`src/inc/rac_pkg.sv`:
```
// shared constants and types for the register access and calibration decoder
package rac_pkg;

  // ----------------------------------------------------------------
  // widths
  // ----------------------------------------------------------------
  localparam int RAC_DATA_W = 24;
  localparam int RAC_IDX_W = 5;
  localparam int RAC_PAGE_W = 6;
  localparam int RAC_SLOT_W = 6;
  localparam int RAC_SLOTS = 40;
  localparam int RAC_BYTE_W = 8;
  localparam logic [1:0] RAC_LAST_DATA_BYTE = 2'h2;

  // ----------------------------------------------------------------
  // page 0 register indices
  // ----------------------------------------------------------------
  localparam logic [4:0] RAC_P0_CONFIGURATION = 5'h00;
  localparam logic [4:0] RAC_P0_CURRENT_DC_OFFSET = 5'h01;
  localparam logic [4:0] RAC_P0_CURRENT_GAIN = 5'h02;
  localparam logic [4:0] RAC_P0_VOLTAGE_DC_OFFSET = 5'h03;
  localparam logic [4:0] RAC_P0_VOLTAGE_GAIN = 5'h04;
  localparam logic [4:0] RAC_P0_SAMPLES_PER_CYCLE = 5'h05;
  localparam logic [4:0] RAC_P0_ENERGY_PULSE_RATE = 5'h06;
  localparam logic [4:0] RAC_P0_INST_CURRENT = 5'h07;
  localparam logic [4:0] RAC_P0_INST_VOLTAGE = 5'h08;
  localparam logic [4:0] RAC_P0_INST_POWER = 5'h09;
  localparam logic [4:0] RAC_P0_ACTIVE_POWER = 5'h0A;
  localparam logic [4:0] RAC_P0_RMS_CURRENT = 5'h0B;
  localparam logic [4:0] RAC_P0_RMS_VOLTAGE = 5'h0C;
  localparam logic [4:0] RAC_P0_LINE_FREQ_RATIO = 5'h0D;
  localparam logic [4:0] RAC_P0_POWER_OFFSET = 5'h0E;
  localparam logic [4:0] RAC_P0_EVENT_FLAGS = 5'h0F;
  localparam logic [4:0] RAC_P0_CURRENT_AC_OFFSET = 5'h10;
  localparam logic [4:0] RAC_P0_VOLTAGE_AC_OFFSET = 5'h11;
  localparam logic [4:0] RAC_P0_OPERATION_MODE = 5'h12;
  localparam logic [4:0] RAC_P0_TEMPERATURE = 5'h13;
  localparam logic [4:0] RAC_P0_AVG_REACTIVE_POWER = 5'h14;
  localparam logic [4:0] RAC_P0_INST_REACTIVE_POWER = 5'h15;
  localparam logic [4:0] RAC_P0_PEAK_CURRENT = 5'h16;
  localparam logic [4:0] RAC_P0_PEAK_VOLTAGE = 5'h17;
  localparam logic [4:0] RAC_P0_TRIANGLE_REACTIVE_POWER = 5'h18;
  localparam logic [4:0] RAC_P0_POWER_FACTOR = 5'h19;
  localparam logic [4:0] RAC_P0_INTERRUPT_MASK = 5'h1A;
  localparam logic [4:0] RAC_P0_APPARENT_POWER = 5'h1B;
  localparam logic [4:0] RAC_P0_CONTROL = 5'h1C;
  localparam logic [4:0] RAC_P0_HARMONIC_ACTIVE_POWER = 5'h1D;
  localparam logic [4:0] RAC_P0_FUNDAMENTAL_ACTIVE_POWER = 5'h1E;
  localparam logic [4:0] RAC_P0_FUND_REACTIVE_OR_PAGE_SELECT = 5'h1F;

  // ----------------------------------------------------------------
  // page 1 and page 3 register indices
  // ----------------------------------------------------------------
  localparam logic [4:0] RAC_P1_PULSE_OUTPUT_WIDTH = 5'h00;
  localparam logic [4:0] RAC_P1_TEMP_SENSOR_OFFSET = 5'h03;
  localparam logic [4:0] RAC_P3_VOLTAGE_SAG_INTERVAL = 5'h06;
  localparam logic [4:0] RAC_P3_VOLTAGE_SAG_THRESHOLD = 5'h07;
  localparam logic [4:0] RAC_P3_CURRENT_FAULT_INTERVAL = 5'h0A;
  localparam logic [4:0] RAC_P3_CURRENT_FAULT_THRESHOLD = 5'h0B;
  localparam logic [5:0] RAC_PAGE_0 = 6'h00;
  localparam logic [5:0] RAC_PAGE_1 = 6'h01;
  localparam logic [5:0] RAC_PAGE_3 = 6'h03;
  // storage slot bases for page 1 and page 3 registers
  localparam logic [5:0] RAC_SLOT_P1 = 6'h20;
  localparam logic [5:0] RAC_SLOT_P3 = 6'h24;

  // page 0 addresses that hold software-written values (bit per index)
  localparam logic [31:0] RAC_P0_WRITABLE = 32'h140F607F;

  // ----------------------------------------------------------------
  // reset values
  // ----------------------------------------------------------------
  localparam logic [23:0] RAC_CONFIGURATION_RST = 24'h000001;
  localparam logic [23:0] RAC_GAIN_RST = 24'h400000;
  localparam logic [23:0] RAC_SAMPLES_PER_CYCLE_RST = 24'h000FA0;
  localparam logic [23:0] RAC_ENERGY_PULSE_RATE_RST = 24'h800000;

  // ----------------------------------------------------------------
  // command encodings
  // ----------------------------------------------------------------
  localparam logic [2:0] RAC_CMD_CAL_TOP = 3'h6;
  localparam logic [1:0] RAC_CAL_OFFSET = 2'h1;
  localparam logic [1:0] RAC_CAL_GAIN = 2'h2;
  localparam logic [1:0] RAC_CAL_NONE = 2'h0;

  // ----------------------------------------------------------------
  // types
  // ----------------------------------------------------------------
  typedef enum logic [0:0] {
    RAC_PH_CMD = 1'b0,
    RAC_PH_WDATA = 1'b1
  } rac_phase_type;

  typedef struct packed {
    logic [1:0] channel;  // 01 current, 10 voltage, 11 both
    logic ac;             // 1 ac, 0 dc
    logic [1:0] kind;     // 01 offset, 10 gain
  } rac_cal_type;

  typedef struct packed {
    logic stb;
    logic [RAC_PAGE_W-1:0] page;
    logic [RAC_IDX_W-1:0] index;
    logic [RAC_DATA_W-1:0] data;
  } rac_wr_type;

endpackage

```
`src/design/rac_shift_in.sv`:
```
// serial bit collector that assembles msb-first words on clock rising edges
`timescale 1ns/1ps
module rac_shift_in
  import rac_pkg::*;
#(
  parameter int W = 8
) (
  input wire logic mclk,
  input wire logic rst,
  input wire logic clear,
  input wire logic shift_en,
  input wire logic din,
  output logic [W-1:0] word,
  output logic done
);

  typedef struct packed {
    logic [W-1:0] sh;
    logic [$clog2(W)-1:0] cnt;
    logic [W-1:0] word;
    logic done;
  } rac_shin_type;

  rac_shin_type s_reg;
  rac_shin_type s_next;

  // ----------------------------------------------------------------
  // shift msb first, flag a full word for one cycle
  // ----------------------------------------------------------------
  always_comb begin
    s_next = s_reg;
    s_next.done = 1'b0;
    if (rst || clear) begin
      s_next.sh = '0;
      s_next.cnt = '0;
    end else if (shift_en) begin
      s_next.sh = {s_reg.sh[W-2:0], din};
      s_next.cnt = s_reg.cnt + 1'b1;
      if (s_reg.cnt == ($clog2(W))'(W - 1)) begin
        s_next.word = {s_reg.sh[W-2:0], din};
        s_next.done = 1'b1;
        s_next.cnt = '0;
      end
    end
    if (rst) begin
      s_next.word = '0;
      s_next.done = 1'b0;
    end
  end

  always_ff @(posedge mclk) begin
    s_reg <= s_next;
  end

  assign word = s_reg.word;
  assign done = s_reg.done;

endmodule

```
`src/design/rac_decoder.sv`:
```
// serial command decoder for register access and calibration commands
// Summary of operation
// msb 0 is register access; bit6 1 writes
// bits 5..1 give index, bit0 is zero
// read loads addressed register, shifts out sdo
// write data lands after 24th data clock
// page 0 indices 0..6 are setup registers
// page 0 indices 7..15 results, ratio, flags
// page 0 indices 16..23 offsets, mode, results
// page 0 indices 24..30 results, mask, control
// index 31 reads result, writes page select
// page 1 indices 0..3 pulse, load, temperature
// page 3 indices 6,7,10,11 sag and fault
// host never writes undefined addresses
// top bits 110 mark a calibration command
// calibration field bits 4..3 pick channel
// bit2 picks ac, bits 1..0 offset/gain
// host sends only twelve calibration codes
// host applies reference signals before calibrating
// every register takes its default on reset
// host writes reserved bits as zero
// write command takes exactly three data bytes
// all bytes travel most significant bit first
// page defaults zero, changes only via index 31
// unknown command bytes change nothing
`timescale 1ns/1ps
module rac_decoder
  import rac_pkg::*;
(
  input wire logic mclk,
  input wire logic rst,
  input wire logic cs_n,
  input wire logic sclk,
  input wire logic sdi,
  input wire logic [RAC_DATA_W-1:0] result_data,
  input wire logic [RAC_DATA_W-1:0] event_set,
  output logic sdo,
  output logic [RAC_IDX_W-1:0] result_index,
  output logic [RAC_PAGE_W-1:0] page_sel,
  output logic [RAC_DATA_W-1:0] event_flags,
  output logic [RAC_DATA_W-1:0] configuration,
  output logic [RAC_DATA_W-1:0] control,
  output rac_wr_type wr_out,
  output logic cal_start,
  output rac_cal_type cal_out
);

  typedef struct packed {
    logic [RAC_SLOTS-1:0][RAC_DATA_W-1:0] regfile;
    logic [RAC_DATA_W-1:0] flags;
    logic [RAC_PAGE_W-1:0] page;
    rac_phase_type phase;
    logic [1:0] dcount;
    logic [15:0] wbuf;
    logic [RAC_IDX_W-1:0] wr_index;
    logic [RAC_IDX_W-1:0] rd_index;
    logic rd_pending;
    logic [RAC_DATA_W-1:0] tx;
    logic sdo;
    logic sclk_prev;
    rac_wr_type wr;
    logic cal_start;
    rac_cal_type cal;
  } rac_core_type;

  rac_core_type s_reg;
  rac_core_type s_next;
  logic [RAC_BYTE_W-1:0] rx_byte;
  logic rx_valid;
  logic sclk_rise;
  logic sclk_fall;

  // ----------------------------------------------------------------
  // edge detect on the serial clock
  // ----------------------------------------------------------------
  // sclk is taken as synchronous to mclk; it must stay high and low
  // for at least three mclk periods so a read can load before the fall
  assign sclk_rise = sclk && !s_reg.sclk_prev;
  assign sclk_fall = !sclk && s_reg.sclk_prev;

  rac_shift_in #(
    .W(RAC_BYTE_W)
  ) u_rx (
    .mclk(mclk),
    .rst(rst),
    .clear(cs_n),
    .shift_en(sclk_rise && !cs_n),
    .din(sdi),
    .word(rx_byte),
    .done(rx_valid)
  );

  // ----------------------------------------------------------------
  // address resolution: page and index to a storage slot
  // ----------------------------------------------------------------
  function automatic logic [RAC_SLOT_W:0] slot_of(
    input logic [RAC_PAGE_W-1:0] page,
    input logic [RAC_IDX_W-1:0] index
  );
    logic [RAC_SLOT_W:0] r;
    r = '0;
    if (page == RAC_PAGE_0) begin
      r = {1'b1, 1'b0, index};
    end else if (page == RAC_PAGE_1) begin
      if (index <= RAC_P1_TEMP_SENSOR_OFFSET) begin
        r = {1'b1, RAC_SLOT_P1 | {4'h0, index[1:0]}};
      end
    end else if (page == RAC_PAGE_3) begin
      case (index)
        RAC_P3_VOLTAGE_SAG_INTERVAL: r = {1'b1, RAC_SLOT_P3};
        RAC_P3_VOLTAGE_SAG_THRESHOLD: r = {1'b1, RAC_SLOT_P3 + 6'h01};
        RAC_P3_CURRENT_FAULT_INTERVAL: r = {1'b1, RAC_SLOT_P3 + 6'h02};
        RAC_P3_CURRENT_FAULT_THRESHOLD: r = {1'b1, RAC_SLOT_P3 + 6'h03};
        default: r = '0;
      endcase
    end
    return r;
  endfunction

  // true when the page 0 index holds a software value, not a result
  function automatic logic p0_stored(input logic [RAC_IDX_W-1:0] index);
    return RAC_P0_WRITABLE[index];
  endfunction

  // ----------------------------------------------------------------
  // next-state logic
  // ----------------------------------------------------------------
  always_comb begin
    logic [RAC_SLOT_W:0] slot;
    logic [RAC_DATA_W-1:0] wdata;
    logic [RAC_DATA_W-1:0] clr;
    logic [RAC_DATA_W-1:0] rdata;
    slot = '0;
    wdata = '0;
    clr = '0;
    rdata = '0;
    s_next = s_reg;
    s_next.sclk_prev = sclk;
    s_next.wr.stb = 1'b0;
    s_next.cal_start = 1'b0;

    // framing restarts whenever the port is deselected
    if (cs_n) begin
      s_next.phase = RAC_PH_CMD;
      s_next.dcount = '0;
    end else if (rx_valid) begin
      case (s_reg.phase)
        RAC_PH_CMD: begin
          if (!rx_byte[7] && !rx_byte[0]) begin
            if (rx_byte[6]) begin
              s_next.phase = RAC_PH_WDATA;
              s_next.dcount = '0;
              s_next.wr_index = rx_byte[5:1];
            end else begin
              // a new read simply replaces one still shifting out
              s_next.rd_index = rx_byte[5:1];
              s_next.rd_pending = 1'b1;
            end
          end else if (rx_byte[7:5] == RAC_CMD_CAL_TOP &&
                       rx_byte[4:3] != 2'h0 &&
                       rx_byte[1:0] != RAC_CAL_NONE &&
                       rx_byte[1:0] != 2'h3) begin
            s_next.cal_start = 1'b1;
            s_next.cal.channel = rx_byte[4:3];
            s_next.cal.ac = rx_byte[2];
            s_next.cal.kind = rx_byte[1:0];
          end
          // anything else is not ours and leaves all state alone R23
        end
        RAC_PH_WDATA: begin
          s_next.wbuf = {s_reg.wbuf[7:0], rx_byte};
          s_next.dcount = s_reg.dcount + 2'h1;
          if (s_reg.dcount == RAC_LAST_DATA_BYTE) begin
            wdata = {s_reg.wbuf, rx_byte};
            s_next.phase = RAC_PH_CMD;
            s_next.dcount = '0;
            s_next.wr.stb = 1'b1;
            s_next.wr.page = s_reg.page;
            s_next.wr.index = s_reg.wr_index;
            s_next.wr.data = wdata;
            slot = slot_of(s_reg.page, s_reg.wr_index);
            if (s_reg.wr_index == RAC_P0_FUND_REACTIVE_OR_PAGE_SELECT) begin
              s_next.page = wdata[RAC_PAGE_W-1:0];
            end else if (s_reg.page == RAC_PAGE_0 &&
                         s_reg.wr_index == RAC_P0_EVENT_FLAGS) begin
              clr = wdata;
            end else if (slot[RAC_SLOT_W] &&
                         (s_reg.page != RAC_PAGE_0 ||
                          p0_stored(s_reg.wr_index))) begin
              s_next.regfile[slot[RAC_SLOT_W-1:0]] = wdata;
            end
          end
        end
        default: begin
          s_next.phase = RAC_PH_CMD;
        end
      endcase
    end

    // flags: a set in the clearing cycle survives the clear
    s_next.flags = (s_reg.flags & ~clr) | event_set;

    // load the transmit buffer one cycle after a read is decoded
    if (s_reg.rd_pending) begin
      slot = slot_of(s_reg.page, s_reg.rd_index);
      if (s_reg.page == RAC_PAGE_0 && s_reg.rd_index == RAC_P0_EVENT_FLAGS) begin
        rdata = s_reg.flags;
      end else if (s_reg.page == RAC_PAGE_0 && !p0_stored(s_reg.rd_index)) begin
        rdata = result_data;
      end else if (s_reg.page == RAC_PAGE_0 &&
                   s_reg.rd_index == RAC_P0_FUND_REACTIVE_OR_PAGE_SELECT) begin
        rdata = result_data;
      end else if (slot[RAC_SLOT_W]) begin
        rdata = s_reg.regfile[slot[RAC_SLOT_W-1:0]];
      end
      s_next.tx = rdata;
      s_next.rd_pending = 1'b0;
    end else if (sclk_fall && !cs_n) begin
      s_next.sdo = s_reg.tx[RAC_DATA_W-1];
      s_next.tx = {s_reg.tx[RAC_DATA_W-2:0], 1'b0};
    end

    // synchronous reset: documented defaults, page 0
    if (rst) begin
      s_next = '0;
      s_next.phase = RAC_PH_CMD;
      s_next.regfile[RAC_P0_CONFIGURATION] = RAC_CONFIGURATION_RST;
      s_next.regfile[RAC_P0_CURRENT_GAIN] = RAC_GAIN_RST;
      s_next.regfile[RAC_P0_VOLTAGE_GAIN] = RAC_GAIN_RST;
      s_next.regfile[RAC_P0_SAMPLES_PER_CYCLE] = RAC_SAMPLES_PER_CYCLE_RST;
      s_next.regfile[RAC_P0_ENERGY_PULSE_RATE] = RAC_ENERGY_PULSE_RATE_RST;
    end
  end

  // ----------------------------------------------------------------
  // state register
  // ----------------------------------------------------------------
  always_ff @(posedge mclk) begin
    s_reg <= s_next;
  end

  // outputs straight from the state flops
  assign sdo = s_reg.sdo;
  assign result_index = s_reg.rd_index;
  assign page_sel = s_reg.page;
  assign event_flags = s_reg.flags;
  assign configuration = s_reg.regfile[RAC_P0_CONFIGURATION];
  assign control = s_reg.regfile[RAC_P0_CONTROL];
  assign wr_out = s_reg.wr;
  assign cal_start = s_reg.cal_start;
  assign cal_out = s_reg.cal;

  // ----------------------------------------------------------------
  // checks
  // ----------------------------------------------------------------
  chk_cal_decode: assert property (@(posedge mclk) disable iff (rst)
    s_reg.cal_start |-> $past(rx_valid) &&
      $past(rx_byte[7:5]) == RAC_CMD_CAL_TOP)
    else $error("calibration start without a calibration byte");

  chk_cal_channel: assert property (@(posedge mclk) disable iff (rst)
    s_reg.cal_start |-> s_reg.cal.channel == $past(rx_byte[4:3]) &&
      s_reg.cal.channel != 2'h0)
    else $error("calibration channel wrong");

  chk_cal_kind: assert property (@(posedge mclk) disable iff (rst)
    s_reg.cal_start |-> s_reg.cal.ac == $past(rx_byte[2]) &&
      (s_reg.cal.kind == RAC_CAL_OFFSET || s_reg.cal.kind == RAC_CAL_GAIN))
    else $error("calibration ac or kind wrong");

  chk_write_commit: assert property (@(posedge mclk) disable iff (rst)
    s_reg.wr.stb |-> $past(rx_valid) && $past(s_reg.phase) == RAC_PH_WDATA
      && $past(s_reg.dcount) == RAC_LAST_DATA_BYTE)
    else $error("register write before third data byte");

  chk_page_write: assert property (@(posedge mclk) disable iff (rst)
    $changed(s_reg.page) |-> s_reg.wr.stb &&
      s_reg.wr.index == RAC_P0_FUND_REACTIVE_OR_PAGE_SELECT)
    else $error("page changed without page register write");

  chk_read_load: assert property (@(posedge mclk) disable iff (rst)
    (rx_valid && !cs_n && s_reg.phase == RAC_PH_CMD && rx_byte[7:6] == 2'h0
      && !rx_byte[0]) |=> s_reg.rd_pending ##1 !s_reg.rd_pending)
    else $error("read command did not load transmit buffer");

  chk_sdo_shift: assert property (@(posedge mclk) disable iff (rst)
    (sclk_fall && !cs_n && !s_reg.rd_pending) |=>
      s_reg.sdo == $past(s_reg.tx[RAC_DATA_W-1]))
    else $error("serial output not msb first");

  chk_bad_ignored: assert property (@(posedge mclk) disable iff (rst)
    (rx_valid && !cs_n && s_reg.phase == RAC_PH_CMD && rx_byte[7] &&
      rx_byte[7:5] != RAC_CMD_CAL_TOP) |=>
      !s_reg.cal_start && s_reg.phase == RAC_PH_CMD && $stable(s_reg.page))
    else $error("unknown command changed state");

  chk_reset_defaults: assert property (@(posedge mclk) disable iff (rst)
    $past(rst) |-> s_reg.page == RAC_PAGE_0 &&
      s_reg.regfile[RAC_P0_CURRENT_GAIN] == RAC_GAIN_RST &&
      s_reg.regfile[RAC_P0_CONFIGURATION] == RAC_CONFIGURATION_RST)
    else $error("defaults not restored by reset");

  chk_write_enter: assert property (@(posedge mclk) disable iff (rst)
    (rx_valid && !cs_n && s_reg.phase == RAC_PH_CMD && rx_byte[7:6] == 2'h1
      && !rx_byte[0]) |=> s_reg.phase == RAC_PH_WDATA &&
      s_reg.wr_index == $past(rx_byte[5:1]))
    else $error("write command did not open the data phase");

  chk_read_index: assert property (@(posedge mclk) disable iff (rst)
    (rx_valid && !cs_n && s_reg.phase == RAC_PH_CMD && rx_byte[7:6] == 2'h0
      && !rx_byte[0]) |=> s_reg.rd_index == $past(rx_byte[5:1]))
    else $error("read index not taken from bits 5 to 1");

  chk_page_value: assert property (@(posedge mclk) disable iff (rst)
    s_reg.wr.stb && s_reg.wr.index == RAC_P0_FUND_REACTIVE_OR_PAGE_SELECT
      |-> s_reg.page == s_reg.wr.data[RAC_PAGE_W-1:0])
    else $error("page register write did not set the page");

  chk_flag_sticky: assert property (@(posedge mclk) disable iff (rst)
    event_set != '0 |=>
      (s_reg.flags & $past(event_set)) == $past(event_set))
    else $error("event flag not set by its event");

  chk_p0_store: assert property (@(posedge mclk) disable iff (rst)
    s_reg.wr.stb && s_reg.wr.page == RAC_PAGE_0 &&
      RAC_P0_WRITABLE[s_reg.wr.index]
      |-> s_reg.regfile[s_reg.wr.index] == s_reg.wr.data)
    else $error("page 0 write did not reach its register");

  chk_p1_store: assert property (@(posedge mclk) disable iff (rst)
    s_reg.wr.stb && s_reg.wr.page == RAC_PAGE_1 &&
      s_reg.wr.index <= RAC_P1_TEMP_SENSOR_OFFSET |->
      s_reg.regfile[RAC_SLOT_P1 | {4'h0, s_reg.wr.index[1:0]}] ==
      s_reg.wr.data)
    else $error("page 1 write did not reach its register");

  chk_p3_store: assert property (@(posedge mclk) disable iff (rst)
    s_reg.wr.stb && s_reg.wr.page == RAC_PAGE_3 &&
      s_reg.wr.index == RAC_P3_VOLTAGE_SAG_THRESHOLD |->
      s_reg.regfile[RAC_SLOT_P3 + 6'h01] == s_reg.wr.data)
    else $error("page 3 write did not reach its register");

  chk_data_done: assert property (@(posedge mclk) disable iff (rst)
    s_reg.wr.stb |-> s_reg.phase == RAC_PH_CMD && s_reg.dcount == 2'h0)
    else $error("data phase still open after third data byte");

endmodule

```
`config.mk`:
```
export PLATFORM = sky130hd
export DESIGN_NAME = rac_decoder
export DESIGN_NICKNAME = d
export VERILOG_FILES = /design/src/inc/rac_pkg.sv /design/src/design/rac_shift_in.sv /design/src/design/rac_decoder.sv
export SDC_FILE = /design/constraint.sdc
export NUM_CORES = 2
export LEC_CHECK = 0
export BUFFER_PORTS_ARGS = -buffer_cell sky130_fd_sc_hd__buf_2
export CAP_MARGIN = 20
export CORE_MARGIN = 2
export CORE_UTILIZATION = 35
export DETAILED_ROUTE_END_ITERATION = 10
export MAX_ROUTING_LAYER = met4
export PLACE_DENSITY = 0.47
export SYNTH_ARGS = -nofsm -noshare
export SYNTH_HDL_FRONTEND = slang
export SYNTH_SLANG_ARGS = --single-unit
```
`constraint.sdc`:
```
create_clock -name mclk -period 4.1 [get_ports mclk]
set_clock_uncertainty 0.1 [all_clocks]
set_input_delay 0.82 -clock mclk [delete_from_list [all_inputs] [get_ports mclk]]
set_output_delay 0.82 -clock mclk [all_outputs]
set_load 0.01 [all_outputs]
```
Word-level counts from Yosys, hierarchy flattened

Memory sizes are Yosys's and may differ from the RTL's. A register that Yosys moved wholly into a read port is not among the register bits.
Cells that the tools add are included.
W data, S select, Z words.

Flip-flop bits (word level): 1,107
Input port bits: 53
Output and inout port bits: 126
Memories: 2
Logic and storage cells: 194
Memory bits (read-only): 64

Muxes and demuxes: 45
Bitwise gates (word level): 13
Equality and inequality tests: 20
$lt $le $gt $ge: 7
Reduce and logical (&&, ||, !) cells: 42
$add $sub $neg: 2

Memory list:

| name             | depth | width | read ports | clocked after Yosys merged registers in | wr ports | line               | RTL |
|---|---|---|---|---|---|---|---|
| (name not given) | 32    | 1     | 1          | 1                                       | 0        | rac_decoder.sv:122 | `return RAC_P0_WRITABLE[index];` |
| (name not given) | 32    | 1     | 1          | 1                                       | 0        | rac_decoder.sv:122 |  |

Operator list:

| cell                 | number |
|---|---|
| $bwmux W960          | 1 |
| $mux W24             | 13 |
| $bmux W24 S6         | 1 |
| $demux W24 S6        | 1 |
| $mux W7              | 13 |
| $pmux W7 S4          | 2 |
| $mux W36             | 1 |
| $eq A5 B4 Y1 const B | 6 |
| $mux W25             | 1 |
| $and A24 B24 Y24     | 1 |
| $not A24 Y24         | 1 |
| $or A24 B24 Y24      | 1 |
| $eq A5 B3 Y1 const B | 4 |
| $mux W5              | 4 |
| $reduce_and A5 Y1    | 4 |
| $logic_and A1 B1 Y1  | 14 |
| $lt A6 B7 Y1 const B | 2 |
| $lt A5 B6 Y1 const B | 2 |
| $mux W12             | 1 |
| $eq A5 B5 Y1 const B | 2 |
| $le A5 B2 Y1 const B | 2 |
| $not A1 Y1           | 10 |
| $mux W3              | 3 |
| $reduce_and A3 Y1    | 3 |
| 24 further kinds     | 36 |

Longest topological paths before layout

Word-level depth: 14
Gate-level depth with buffers: 13
Depth with buffers taken out: 10

Modules after synthesis

From an unflattened synthesis, not the netlist that was laid out.

Cells, all modules: 6,802
Area total of the unflattened synthesis: 48,993.2 um2

By module, submodules not included:

| module       | instances | area each (um2) | cells each | seq. area each (um2) |
|---|---|---|---|---|
| rac_decoder  | 1         | 48,151.2        | 6,720      | 21,820.9 |
| rac_shift_in | 1         | 842.1           | 82         | 380.4 |

Worst setup path before layout

Ideal clock, no wire load.

Kind: register to register
Start point: register s_reg (netlist bit page_sel[5])
End point: register s_reg[48] in the netlist's numbering
Arrival time: 2.947 ns
Setup slack: 0.936 ns
Path buffers: 2
Setup time: 0.117 ns
Data required time: 3.883 ns
Stages on the path, launching flop included: 11
Period minus slack after synthesis: 3.164 ns
Path through: dfxtp_1 -> or4_1 -> buf_4 -> nor4_4 -> or2_1 -> buf_4 -> mux4_2 -> and3_1 -> a311o_1 -> o2111a_1 -> a22o_1

Word-level cells in the longest chain between the ends: 12
Elaborated cells on any way between the ends: 17
Those cells by class: eq/ne (2); mux (11); reduce/logical (4)

RTL lines:

| item                           | line               | RTL |
|---|---|---|
| from (decl)                    | rac_decoder.sv:66  | `rac_core_type s_reg;` |
| from (signal assigned)         | rac_decoder.sv:239 | `s_reg <= s_next;` |
| $eq A6 B2 Y1                   | rac_decoder.sv:108 | `end else if (page == RAC_PAGE_3) begin` |
| $mux W7                        | rac_decoder.sv:108 |  |
| $mux W7                        | rac_decoder.sv:104 | `end else if (page == RAC_PAGE_1) begin` |
| $mux W7                        | rac_decoder.sv:102 | `if (page == RAC_PAGE_0) begin` |
| $mux W7                        | rac_decoder.sv:204 | `if (s_reg.rd_pending) begin` |
| $bmux W24 S6                   | rac_decoder.sv:214 | `rdata = s_reg.regfile[slot[RAC_SLOT_W-1:0]];` |
| $mux W24 (not written as such) | rac_decoder.sv:214 |  |
| $mux W24                       | rac_decoder.sv:213 | `end else if (slot[RAC_SLOT_W]) begin` |
| $mux W24                       | rac_decoder.sv:210 | `end else if (s_reg.page == RAC_PAGE_0 &&` |
| $mux W24                       | rac_decoder.sv:208 | `end else if (s_reg.page == RAC_PAGE_0 && !p0_stored(s_reg.rd_index)) begin` |
| $mux W24 *                     | rac_decoder.sv:206 | `if (s_reg.page == RAC_PAGE_0 && s_reg.rd_index == RAC_P0_EVENT_FLAGS) begin` |
| $mux W24 *                     | rac_decoder.sv:204 |  |

Every way passes the cells marked *; elsewhere a longest branch is shown, timed or not. The select of a mux whose other input is x is not followed.
A chain may end at the register's enable or synchronous reset.

Worst setup path in the final report

Start point: register s_reg (netlist bit result_index[2])
End point: register s_reg[67] in the netlist's numbering

Word-level cells in the longest chain between the ends: 13
Elaborated cells on any way between the ends: 22
Those cells by class: order compare (1); eq/ne (6); mux (13); reduce/logical (2)

RTL lines:

| item                                         | line               | RTL |
|---|---|---|
| $eq A5 B4 Y1 or $eq A5 B3 Y1 (tied branches) | rac_decoder.sv:109 | `case (index)` |
| $pmux W7 S4                                  | rac_decoder.sv:109 |  |
| $mux W7                                      | rac_decoder.sv:108 |  |
| $mux W7                                      | rac_decoder.sv:104 |  |
| $mux W7                                      | rac_decoder.sv:102 |  |
| $mux W7                                      | rac_decoder.sv:204 |  |
| $bmux W24 S6                                 | rac_decoder.sv:214 |  |
| $mux W24 (not written as such)               | rac_decoder.sv:214 |  |
| $mux W24                                     | rac_decoder.sv:213 |  |
| $mux W24                                     | rac_decoder.sv:210 |  |
| $mux W24                                     | rac_decoder.sv:208 |  |
| $mux W24 *                                   | rac_decoder.sv:206 |  |
| $mux W24 *                                   | rac_decoder.sv:204 |  |

Marked as above.

==> flow_metrics.env <==
export IMPL_post_cts_setup_buffers=0
export IMPL_vias=45500
export IMPL_finalCriticalPeriod_ns=4.08
export IMPL_largest_register_ffs=962
export IMPL_num_io_pins=179
export IMPL_slew_violations=0
export IMPL_die_area_sq_um=144000
export IMPL_final_cell_mix="nand2_1, dfxtp_1, a21oi_1"
export IMPL_final_common_cell="nand2_1"
export IMPL_p_total_mw=23.0
export IMPL_grt_pass1_wl_um=301000
export IMPL_cts_root_buffer="clkbuf_16"
export IMPL_synth_warnings=0
export IMPL_drive_gt1_share_pct=11.3
export IMPL_outcome="finished, final reports clean"
export IMPL_clock_sinks=1109
export IMPL_antenna_found_initial=6
export IMPL_synth_top_area_share_pct=45.1
export IMPL_critPathMaxFanout=25
export IMPL_slew_headroom_pct=24.5
export IMPL_fin_util_pct=40.1
export IMPL_ant_nets=0
export IMPL_hpwl_um=135000
export IMPL_area_growth_pct=13.5
export IMPL_crit_type="reg2reg"
export IMPL_initial_core_util_pct=35.3
export IMPL_track_usage_pct=29.3
export IMPL_core_area_sq_um=140000
export IMPL_startpoint_type="flip-flop"
export IMPL_clock_path_buffers=3
export IMPL_cts_tree="yes"
export IMPL_max_cap_viol_count=0
export IMPL_drc=0
export IMPL_p_per_area_nw_per_um2=411
export IMPL_fin_cells=8381
export IMPL_fin_nets=6474
export IMPL_end_kind="flip-flop"
export IMPL_cts_buffers=132
export IMPL_seqCellArea_sq_um=22200
export IMPL_synth_seq_area_share_pct=45.1
export IMPL_syn_area_per_cell_sq_um=7.50
export IMPL_num_rows=137
export IMPL_io_buffers=178
export IMPL_die_w_um=379
export IMPL_rsz0062_at_grt="false"
export IMPL_hold_viol_final=0
export IMPL_required_ns=4.67
export IMPL_grt_max_degree=191
export IMPL_syn_area_sq_um=49200
export IMPL_synth_cell_types=71
export IMPL_rr_endpoint="s_reg[67]"
export IMPL_cts_resized=0
export IMPL_placedCellCount=8153
export IMPL_ctsHoldBuffers=0
export IMPL_gr_total_overflow=0
export IMPL_dr_pass1_iters=5
export IMPL_h_tree_depth=4
export IMPL_fmax_mhz=245
export IMPL_setup_violations=0
export IMPL_dp_slack_ns=0.117
export IMPL_fin_tns_setup_ns=0
export IMPL_ys_seq_elements=1109
export IMPL_fin_ws_ns=0.0184
export IMPL_synth_edf_count=0
export IMPL_yosys_area_top_type="dfxtp_1"
export IMPL_hold_depth=3
export IMPL_r2r_cells=10
export IMPL_drt_wl_total_um=210000
export IMPL_drt_initial_drc_count=5189
export IMPL_cts_clk_slew_worst_paths_ns=0.06
export IMPL_via_per_inst=5.42
export IMPL_max_vdd_ir_drop_mv=0.262
export IMPL_crit_arrival_ns=4.65
export IMPL_netlist_instances=6568
export IMPL_ys_async_sr_fraction_pct=0
export IMPL_synth_nets=6629
export IMPL_min_path_type="in2reg"
export IMPL_min_period_over_period_pct=99.6
export IMPL_place_gp_congestion=0.936
export IMPL_timing_rr_start="result_index[2]"
export IMPL_wl_per_cell_um=25.0
export IMPL_min_from="event_set[7]"
export IMPL_fillers=14500
export IMPL_worstHoldEndpoint="event_flags[7]"
export IMPL_insertion_delay_ns=0.79
export IMPL_synth_area_top_cells="dfxtp_1, nand2_1, a21oi_1, mux2i_1, nand3_1"
export IMPL_grt_pass1_vias=41300
export IMPL_multiInputGateArea_sq_um=23800
export IMPL_synth_ff_type="dfxtp_1"
export IMPL_r2r_slack_ns=0.02
export IMPL_p_leak_nw=20.3
export IMPL_die_h_um=379
export IMPL_max_slew_worst_pin_slew_ns=1.13
## logic make-up (layout without fill, tap and decap cells)
| logic type | after synthesis | in the layout | share of synthesized area [%] |
|---|---|---|---|
| simple gates | 3081 | 3081 | 25.7 |
| compound gates | 1207 | 1207 | 13.3 |
| flops | 1109 | 1109 | 45.1 |
| buf+inv | 734 | 670 | 7.01 |
| mux | 425 | 425 | 8.69 |
| fa+ha+maj | 8 | 8 | 0.203 |
| xor+xnor | 4 | 4 | 0.0711 |
| other cells | 0 | 1 | 0 |
## worst max path at each step
stage / startpoint / endpoint / slack, ns / cells past startpoint
after CTS: page_sel[0] / s_reg[67] / 0.07 / 9
after global placement: page_sel[0] / s_reg[67] / 0.06 / 9
after floorplan: page_sel[5] / s_reg[48] / 0.94 / 10
final: result_index[2] / s_reg[67] / 0.02 / 10
after detailed placement: page_sel[0] / s_reg[67] / 0.12 / 9
after global routing: page_sel[0] / s_reg[45] / 0.02 / 10
## layout make-up
| cell class | instances | share of cell area (%) |
|---|---|---|
| multi-input combinational | 4725 | 42.6 |
| sequential | 1109 | 39.8 |
| clock buffer | 196 | 6.94 |
| timing repair buffer | 432 | 5.69 |
| tap | 1876 | 4.20 |
| clock inverter | 29 | 0.687 |
| inverter | 13 | 0.0873 |
| antenna | 1 | 0.00448 |
## Yosys cell counts (all sizes together), types with 4 or more instances
| cell type | number |
|---|---|
| nand2 | 2137 |
| dfxtp | 1109 |
| a21oi | 901 |
| clkbuf | 432 |
| mux2i | 421 |
| nor2 | 399 |
| nand3 | 334 |
| buf | 289 |
| o21ai | 135 |
| nor2b | 60 |
| o22ai | 37 |
| a22oi | 30 |
| nor4 | 26 |
| nor3 | 22 |
| nand4 | 21 |
| and3 | 20 |
| a211oi | 18 |
| a311oi | 14 |
| o22a | 14 |
| or3b | 13 |
| inv | 12 |
| nor3b | 12 |
| a211o | 9 |
| a311o | 8 |
| ha | 8 |
| or3 | 8 |
| a31oi | 7 |
| a41oi | 7 |
| nand3b | 6 |
| o211ai | 6 |
| or2 | 6 |
| nand2b | 4 |
## report_power, final
group,switching (mW),leakage (nW),internal [mW]
clock,4.90,2.09,6.92
sequential,0.0288,8.95,10.8
combinational,0.249,9.28,0.0658
total,5.18,20.3,17.8
## worst max-delay path: stages, from the launching register on
cell and delay [ns]:
dfxtp_1 0.41, buf_4 0.22, and4_1 0.25, a21boi_0 0.69
nor2_2 0.13, buf_4 0.30, nand2_1 0.37, or3b_2 0.51
nor4_1 0.48, nand3_1 0.26, o22a_1 0.22
## through the flow
step	instance area, sq um	hold slack [ns]
global placement	51600	0.337
floorplan	49200	0.329
global route	55900	0.121
detailed placement	51600	0.343
finish	55900	0.127
CTS	55900	0.0880
## metal layers
layer	GRT usage (%)	routed length, um	vias to the layer above
met5	-	0	-
met2	43.6	93000	1735
met1	40.6	94600	22100
met4	10.1	7230	0
li1	-	-	21300
met3	4.17	14800	297
Power figures use the tool's default switching activity.
